## config.mk

```make
export PLATFORM = sky130hd
export DESIGN_NAME = efpm_meter
export DESIGN_NICKNAME = d
export VERILOG_FILES = /design/src/rtl/efpm_pkg.sv /design/src/rtl/efpm_meter.sv
export VERILOG_INCLUDE_DIRS = /design/src /design/src/rtl
export SDC_FILE = /design/constraint.sdc
export NUM_CORES = 2
export LEC_CHECK = 0
export BUFFER_PORTS_ARGS = -buffer_cell sky130_fd_sc_hd__buf_4
export CAP_MARGIN = 15
export CORE_MARGIN = 2
export CORE_UTILIZATION = 39
export DETAILED_ROUTE_END_ITERATION = 8
export SYNTH_ARGS = -nofsm -noshare
export SYNTH_HDL_FRONTEND = slang
export SYNTH_SLANG_ARGS = --single-unit
```

## constraint.sdc

```tcl
create_clock -name mclk -period 15.4 [get_ports mclk]
set_input_delay 0 -clock mclk [delete_from_list [all_inputs] [get_ports mclk]]
set_output_delay 0 -clock mclk [all_outputs]
set_load 0.005 [all_outputs]
```

## src/rtl/efpm_cfg.svh

```systemverilog
// Constants for the encoder frequency and period meter
`ifndef EFPM_CFG_SVH
`define EFPM_CFG_SVH
// Register word indices, compared with address bits 4:2
`define EFPM_OFS_WIN 3'h0
`define EFPM_OFS_WAIT 3'h1
`define EFPM_OFS_FSC 3'h2
`define EFPM_OFS_PSC 3'h3
`define EFPM_OFS_RATE 3'h4
`define EFPM_OFS_PER 3'h5
`define EFPM_OFS_STAT 3'h6
// Reset values
`define EFPM_WIN_US_RST 32'h0000_2710
`define EFPM_WAIT_US_RST 32'h000F_4240
`define EFPM_FSC_RST 32'h0000_0064
`define EFPM_PSC_RST 32'h0000_000A
// Scaling codes and divisors
`define EFPM_FSC_HZ 32'h0000_0001
`define EFPM_PSC_100 32'h0000_0064
`define EFPM_PSC_500 32'h0000_01F4
`define EFPM_PDIV_100 32'h0000_000A
`define EFPM_PDIV_500 32'h0000_0032
`define EFPM_K_HZ 64'h0000_0000_05F5_E100
`define EFPM_K_CHZ 64'h0000_0002_540B_E400
`define EFPM_PER_MAX 32'h8000_0000
// Timing
`define EFPM_CLK_NS 32'h0000_000A
`define EFPM_US_NS 32'h0000_03E8
`define EFPM_US_CYC (`EFPM_US_NS / `EFPM_CLK_NS)
`define EFPM_PER_TMO_S 64'h0000_0000_0000_0015
`define EFPM_PER_TMO_CYC (`EFPM_PER_TMO_S * 64'h3B9A_CA00 / 64'hA)
`endif

```

## src/rtl/efpm_pkg.sv

```systemverilog
// Types for the encoder frequency and period meter
`default_nettype none
package efpm_pkg;
    typedef enum logic [0:0] {
        EFPM_IDLE = 1'b0,
        EFPM_RUN = 1'b1
    } efpm_state_t;
endpackage
`default_nettype wire

```

## src/rtl/efpm_meter.sv

```systemverilog
// Encoder track A frequency and period meter with Avalon-MM registers
//
// The Avalon-MM slave port and the placing of the registers were chosen for this implementation.
`timescale 1ns/10ps
`default_nettype none
`include "efpm_cfg.svh"
// Function
// rate equals complete periods in window divided by measured interval
// period counting starts at first rising edge after window opens
// interval runs from first rising to last falling edge in window
// rate interval timed on a 10 ns timebase
// window length configurable, resets to 10 ms
// rate unit 0.01 Hz by default, value one selects 1 Hz
// rate measurement runs free, unrelated to host cycle
// counter gate or external reset never disturb rate measurement
// host sets window to at least twice the slowest period
// window without complete period opens another until wait time ends
// while waiting, rate output holds last valid result
// wait time expiry discards measurement and zeroes rate output
// period measured between consecutive rising edges on 10 ns timebase
// latest completed period published as separate period value
// period unit 10 ns default, 100 and 500 select 100/500 ns
// without new period, period output keeps last valid value
// period timing spans host cycles, output updates on each new period
// no period for 21 s sets period output to 2147483648
// track A synchronised, each edge seen once and timestamped
// outputs reset to zero and both measurements restart on reset
module efpm_meter
    import efpm_pkg::*;
#(
    parameter logic [31:0] PER_TMO_CYC = 32'(`EFPM_PER_TMO_CYC)
) (
    // Clock and reset
    input wire logic mclk,
    input wire logic reset,
    // Encoder track A pin
    input wire logic trk_a,
    // Avalon-MM slave
    input wire logic [4:0] address,
    input wire logic read,
    input wire logic write,
    input wire logic [3:0] byteenable,
    input wire logic [31:0] writedata,
    output logic [31:0] readdata,
    output logic waitrequest,
    // Process values
    output logic [31:0] rate_value,
    output logic [31:0] period_value
);

    function automatic logic [31:0] be_merge(input logic [31:0] old_v,
        input logic [31:0] new_v, input logic [3:0] be);
        logic [31:0] m;
        m = {{8{be[3]}}, {8{be[2]}}, {8{be[1]}}, {8{be[0]}}};
        return (old_v & ~m) | (new_v & m);
    endfunction

    ////////////////////////////////////////////////////////////////////////
    // Synchroniser and edge detect
    logic [2:0] a_s_q;
    logic [2:0] vld_q;
    logic rise;
    logic fall;
    always_ff @(posedge mclk or posedge reset) begin
        if (reset) begin
            a_s_q <= 3'h0;
            vld_q <= 3'h0;
        end else begin
            a_s_q <= {a_s_q[1:0], trk_a};
            vld_q <= {vld_q[1:0], 1'b1};
        end
    end
    // Edges gated until the history holds real pin samples
    assign rise = a_s_q[1] & ~a_s_q[2] & vld_q[2];
    assign fall = ~a_s_q[1] & a_s_q[2] & vld_q[2];

    ////////////////////////////////////////////////////////////////////////
    // Timebase, microsecond tick
    logic [31:0] ts_q;
    logic [6:0] us_q;
    logic tick;
    assign tick = (us_q == 7'(`EFPM_US_CYC - 32'h1));
    always_ff @(posedge mclk or posedge reset) begin
        if (reset) begin
            ts_q <= 32'h0;
            us_q <= 7'h0;
        end else begin
            ts_q <= ts_q + 32'h1;
            us_q <= tick ? 7'h0 : us_q + 7'h1;
        end
    end

    ////////////////////////////////////////////////////////////////////////
    // Registers
    logic [31:0] win_us_q;
    logic [31:0] wait_us_q;
    logic [31:0] fsc_q;
    logic [31:0] psc_q;
    logic [31:0] rate_q;
    logic [31:0] period_q;
    logic [31:0] rdmux;
    logic [2:0] widx;
    logic wr_go;
    logic stat_rv_q;
    assign widx = address[4:2];
    assign wr_go = write & ~waitrequest;
    assign rdmux = (widx == `EFPM_OFS_WIN) ? win_us_q :
        (widx == `EFPM_OFS_WAIT) ? wait_us_q :
        (widx == `EFPM_OFS_FSC) ? fsc_q :
        (widx == `EFPM_OFS_PSC) ? psc_q :
        (widx == `EFPM_OFS_RATE) ? rate_q :
        (widx == `EFPM_OFS_PER) ? period_q :
        (widx == `EFPM_OFS_STAT) ? {31'h0, stat_rv_q} : 32'h0;
    always_ff @(posedge mclk or posedge reset) begin
        if (reset) begin
            waitrequest <= 1'b1;
            readdata <= 32'h0;
            win_us_q <= `EFPM_WIN_US_RST;
            wait_us_q <= `EFPM_WAIT_US_RST;
            fsc_q <= `EFPM_FSC_RST;
            psc_q <= `EFPM_PSC_RST;
        end else begin
            waitrequest <= ~((read | write) & waitrequest);
            if (read & waitrequest) begin
                readdata <= rdmux;
            end
            if (wr_go & (widx == `EFPM_OFS_WIN)) begin
                win_us_q <= be_merge(win_us_q, writedata, byteenable);
            end
            if (wr_go & (widx == `EFPM_OFS_WAIT)) begin
                wait_us_q <= be_merge(wait_us_q, writedata, byteenable);
            end
            if (wr_go & (widx == `EFPM_OFS_FSC)) begin
                fsc_q <= be_merge(fsc_q, writedata, byteenable);
            end
            if (wr_go & (widx == `EFPM_OFS_PSC)) begin
                psc_q <= be_merge(psc_q, writedata, byteenable);
            end
        end
    end

    ////////////////////////////////////////////////////////////////////////
    // Rate window, free running, no gate or counter reset input
    efpm_state_t st_q;
    logic [31:0] win_cnt_q;
    logic [31:0] wait_cnt_q;
    logic first_q;
    logic [23:0] n_q;
    logic [31:0] t_first_q;
    logic [31:0] t_last_q;
    logic win_end;
    logic got;
    logic expire;
    logic div_start;
    assign win_end = (st_q == EFPM_RUN) & tick &
        (win_cnt_q + 32'h1 >= win_us_q);
    assign got = (n_q != 24'h0);
    assign expire = win_end & ~got & (wait_cnt_q >= wait_us_q);
    assign div_start = win_end & got & (t_last_q != t_first_q);
    always_ff @(posedge mclk or posedge reset) begin
        if (reset) begin
            st_q <= EFPM_IDLE;
            win_cnt_q <= 32'h0;
            wait_cnt_q <= 32'h0;
            first_q <= 1'b0;
            n_q <= 24'h0;
            t_first_q <= 32'h0;
            t_last_q <= 32'h0;
        end else begin
            case (st_q)
                EFPM_IDLE: begin
                    st_q <= EFPM_RUN;
                end
                EFPM_RUN: begin
                    if (win_end) begin
                        win_cnt_q <= 32'h0;
                        first_q <= rise;
                        n_q <= 24'h0;
                        t_first_q <= ts_q;
                        if (got | expire) begin
                            wait_cnt_q <= 32'h0;
                        end else begin
                            wait_cnt_q <= wait_cnt_q + 32'h1;
                        end
                    end else begin
                        if (tick) begin
                            win_cnt_q <= win_cnt_q + 32'h1;
                            wait_cnt_q <= wait_cnt_q + 32'h1;
                        end
                        if (rise & ~first_q) begin
                            first_q <= 1'b1;
                            t_first_q <= ts_q;
                        end
                        if (fall & first_q) begin
                            n_q <= n_q + 24'h1;
                            t_last_q <= ts_q;
                        end
                    end
                end
                default: begin
                    st_q <= EFPM_IDLE;
                end
            endcase
        end
    end

    ////////////////////////////////////////////////////////////////////////
    // Sequential divider for the rate
    logic div_busy_q;
    logic [5:0] div_cnt_q;
    logic [63:0] quo_q;
    logic [32:0] rem_q;
    logic [31:0] dvs_q;
    logic [32:0] rem_sh;
    logic rem_ge;
    logic [32:0] rem_d;
    logic [63:0] quo_d;
    logic div_last;
    logic [63:0] rate_k;
    assign rate_k = (fsc_q == `EFPM_FSC_HZ) ? `EFPM_K_HZ : `EFPM_K_CHZ;
    assign rem_sh = {rem_q[31:0], quo_q[63]};
    assign rem_ge = (rem_sh >= {1'b0, dvs_q});
    assign rem_d = rem_ge ? rem_sh - {1'b0, dvs_q} : rem_sh;
    assign quo_d = {quo_q[62:0], rem_ge};
    assign div_last = div_busy_q & (div_cnt_q == 6'h3F);
    always_ff @(posedge mclk or posedge reset) begin
        if (reset) begin
            div_busy_q <= 1'b0;
            div_cnt_q <= 6'h0;
            quo_q <= 64'h0;
            rem_q <= 33'h0;
            dvs_q <= 32'h0;
            rate_q <= 32'h0;
            stat_rv_q <= 1'b0;
        end else begin
            if (div_start & ~div_busy_q) begin
                div_busy_q <= 1'b1;
                div_cnt_q <= 6'h0;
                quo_q <= 64'(n_q) * rate_k;
                rem_q <= 33'h0;
                dvs_q <= t_last_q - t_first_q;
            end else if (div_busy_q) begin
                div_cnt_q <= div_cnt_q + 6'h1;
                quo_q <= quo_d;
                rem_q <= rem_d;
                if (div_last) begin
                    div_busy_q <= 1'b0;
                end
            end
            if (div_last) begin
                rate_q <= (quo_d[63:32] != 32'h0) ? 32'hFFFF_FFFF :
                    quo_d[31:0];
                stat_rv_q <= 1'b1;
            end else if (expire) begin
                rate_q <= 32'h0;
                stat_rv_q <= 1'b0;
            end
        end
    end

    ////////////////////////////////////////////////////////////////////////
    // Period measurement
    logic have_q;
    logic [31:0] per_cnt_q;
    logic [31:0] per_scaled;
    logic per_pub;
    assign per_scaled = (psc_q == `EFPM_PSC_100) ?
        per_cnt_q / `EFPM_PDIV_100 : (psc_q == `EFPM_PSC_500) ?
        per_cnt_q / `EFPM_PDIV_500 : per_cnt_q;
    assign per_pub = rise & have_q & (per_cnt_q < PER_TMO_CYC);
    always_ff @(posedge mclk or posedge reset) begin
        if (reset) begin
            have_q <= 1'b0;
            per_cnt_q <= 32'h0;
            period_q <= 32'h0;
        end else if (rise) begin
            have_q <= 1'b1;
            per_cnt_q <= 32'h1;
            if (per_pub) begin
                period_q <= per_scaled;
            end
        end else if (have_q) begin
            if (per_cnt_q >= PER_TMO_CYC) begin
                have_q <= 1'b0;
                period_q <= `EFPM_PER_MAX;
            end else begin
                per_cnt_q <= per_cnt_q + 32'h1;
            end
        end
    end
    assign rate_value = rate_q;
    assign period_value = period_q;
endmodule
`default_nettype wire

```

==> metrics.md <==
| Metric | Value |
|---|---|
| Status | finished clean |
| Critical path fanouts, max | 10 |
| # port buffers | 140 |
| Detail Route Antenna Nets | 0 |
| Fin. Hold Viols | 0 |
| Maxcap violations | 0 |
| Routed vias | 42.5k |
| Syn Area/Cell | 9.08 um^2 |
| Layout area overhead | 19.9% |
| Share of the yosys chip area belonging to registers | 29.1% |
| Final-layout fill cell count | 12.2k |
| Crit-path most repeated cell | buf_4 |
| Vias in the first global route | 41.6k |
| Fmax | 66.5 MHz |
| Kind of critical path | register to register |
| Crit. End Element | register |
| Initial DRT Pass Iterations | 8 |
| Worst-case hold path end point | readdata[4] |
| Worst Hold Class | primary input to register |
| Post-route cell area | 0.0611 mm^2 |
| Layout cells sized above 1 | 19.7% |
| Tightest Pin Transition | 1070 ps |
| Hold_sp | address[3] |
| Post-synth top flop | dfrtp_1 |
| Pin count of the biggest net entering global routing | 106 |
| Synthesized instance count | 5,613 |
| Clk_skew | 30.7 ps |
| Reg2reg setup slack | 370 ps |
| Final core area utilization | 47.1% |
| Clk slew on worst S/H paths | 60 ps |
| Final wirelength | 146,000 um |
| Initial Util | 39.3% |
| # IOs | 143 |
| DP Area | 0.0564 mm^2 |
| Reg-to-reg endpoint | period_value[0] |
| Remaining global-route overflow | 0 |
| YS warnings | 0 |
| EDFF count, synth | 0 |
| Post-synth top area share | 28.2% |
| Worst-Skew Late Latency | 650 ps |
| Mapped cell area | 0.0510 mm^2 |
| Multi-input gate area | 0.0345 mm^2 |
| Final Slew Violations | 0 |
| Commonest non-fill, non-tap cell in the layout | buf_4 |
| Die area | 0.134 mm^2 |
| Site Rows | 132 |
| CP startpoint kind | register |
| Vias per cell | 5.40 |
| Gr usage total | 21.5% |
| CP Data Arrival Time | 15,520 ps |
| Die width | 365 um |
| TritonCTS clock tree | done |
| Max Buffers Root-to-Sink | 3 |
| Avg WL per Cell | 18.5 um |
| Layout Nets | 6,825 |
| CTS sink cnt | 592 |
| Crit path required time | 15,900 ps |
| Total core area | 0.130 mm^2 |
| TritonCTS buffer count | 71 |
| H-tree depth | 3 |
| Power Dens Cells | 78.6 mW/mm^2 |
| LEAKAGE | 29.0 nW |
| FF-to-FF path depth | 69 |
| Dominant cell type by area after synthesis | dfrtp_1 |
| # DRC | 0 |
| Global-route wire length before repair | 231,000 um |
| Slowest stage cell, crit path | o21ai_0 |
| Synth async-reset ratio | 100% |
| Initial antenna violation count | 2 |
| Relative max-transition margin | 28.3% |
| RePlAce Congestion | 0.893 |
| Synth cell types | 131 |
| Area contributors post-synth | dfrtp_1, fa_1, ha_1, inv_1, o21ai_0 |
| Register area | 0.0148 mm^2 |
| Die height | 365 um |
| Dpl hpwl | 111,000 um |
| Clock root cell | clkbuf_16 |
| # setup viols final | 0 |
| Most frequent cells in the layout | buf_4, dfrtp_1, inv_1, nand2_1, nor2_1 |
| Slowest cell delay on critical path | 470 ps |
| 1st-iter DRT viols | 3,119 |
| Unrepaired setup endpoints after global routing | yes |
| Hold Path Depth | 4 |
| Reg2reg start | per_cnt_q[31] |
| Fin crit share | 97.6% |
| Yosys reg bits | 592 |
| Fin crit period | 15,030 ps |
| VDD IR max | 87.8 uV |
## per-stage QoR
stage	power, mW	setup TNS (ps)	hold slack, ps	setup WS, ps	std cells
finish	4.80	0	61.9	372	7875
global route	5.09	-702	72.7	-350	7874
CTS	4.83	0	14.1	11.9	7819
detailed placement	3.09	-79.7	66.3	-79.7	7651
global placement	3.07	0	61.9	96.7	7651
floorplan	2.70	0	31.4	873	5627
## power breakdown
part | internal [mW] | leakage [nW] | switching [mW]
sequential | 1.69 | 7.59 | 0.125
clock | 1.00 | 1.14 | 0.705
combinational | 0.557 | 20.3 | 0.716
total | 3.25 | 29.0 | 1.55
## per-layer routing
layer	part of all wire (%)	GRT usage, %	vias to the layer above
met2	47	35.3	901
li1	-	-	20500
met3	4.4	2.35	160
met5	0.0089	0	-
met4	2.2	5.25	2
met1	47	30.4	20900
## layout make-up
type                    count  share of cell area, %
clock inverters            27                  0.574
repair buffers            637                   8.21
diodes                      1                0.00410
clock buffers              98                   3.29
multi-input cells        4200                   56.5
well taps                1742                   3.57
flip-flops and latches    592                   24.3
inverters                 578                   3.56
## Yosys cell counts (10+ instances only)
cell / count
o211ai_1: 40
o21bai_1: 28
nor3_1: 75
or2_2: 17
a41oi_1: 35
clkbuf_1: 218
mux2i_1: 27
inv_1: 567
a31oi_1: 28
mux2_2: 160
xnor2_1: 195
o21ai_1: 27
o22ai_1: 25
dfrtp_1: 574
a211oi_1: 34
buf_1: 16
a21oi_1: 259
a221oi_1: 11
nor2_1: 434
fa_1: 292
o21a_1: 31
nand2b_1: 54
a211o_1: 17
o21ai_0: 401
nand2_1: 517
nor3b_1: 11
buf_2: 15
o31ai_1: 23
a22oi_1: 107
dfstp_2: 18
a22o_1: 46
nand4_1: 65
nor4_1: 35
clkinv_1: 10
nand3_1: 105
a32oi_1: 10
o2111ai_1: 10
xor2_1: 96
and3_1: 57
or3_1: 22
a21o_1: 140
ha_1: 407
and2_1: 32
nor2b_1: 42
## logic make-up (layout without fill, tap and decap cells)
group,after synthesis,in the layout,share of synthesized area (%)
XOR/XNOR,296,296,5.17
AO/OA/AOI/OAI,1454,1454,19.5
buffers and inverters,835,1340,6.27
adder cells (fa/ha/maj),705,705,21.6
AND/OR/NAND/NOR,1537,1537,14.1
other,2,17,0.0147
flip-flops,592,592,29.1
multiplexers,192,192,4.27
## worst max-delay path by stage
| stage | slack, ps | from | end |
|---|---|---|---|
| 2_1_floorplan | 870 | per_cnt_q[27] | period_value[0] |
| 5_1_grt | -350 | per_cnt_q[31] | period_value[0] |
| 6_report | 370 | per_cnt_q[31] | period_value[0] |
| 4_1_cts | 10 | per_cnt_q[31] | period_value[0] |
| 3_5_place_dp | -80 | per_cnt_q[30] | period_value[0] |
| 3_3_place_gp | 100 | per_cnt_q[30] | period_value[0] |
## critical path: cells and delay by family, from the launching register on
family / cells / cell delay [ps]
buf+inv: 15 / 2530
flops: 1 / 430
xor+xnor: 1 / 90
mux: 2 / 430
simple gates: 11 / 2880
compound gates: 40 / 8530
## timing repair
action | CTS | global route
pin swaps | 0 | 112
hold endpoints to repair | 146 | 0
gates cloned | 0 | 1
hold buffers | 43 | 0
setup buffers | 0 | 54
setup endpoints to repair | 2 | 3
resized for setup | 16 | 279
No activity file was read; power rests on OpenSTA's default activity.
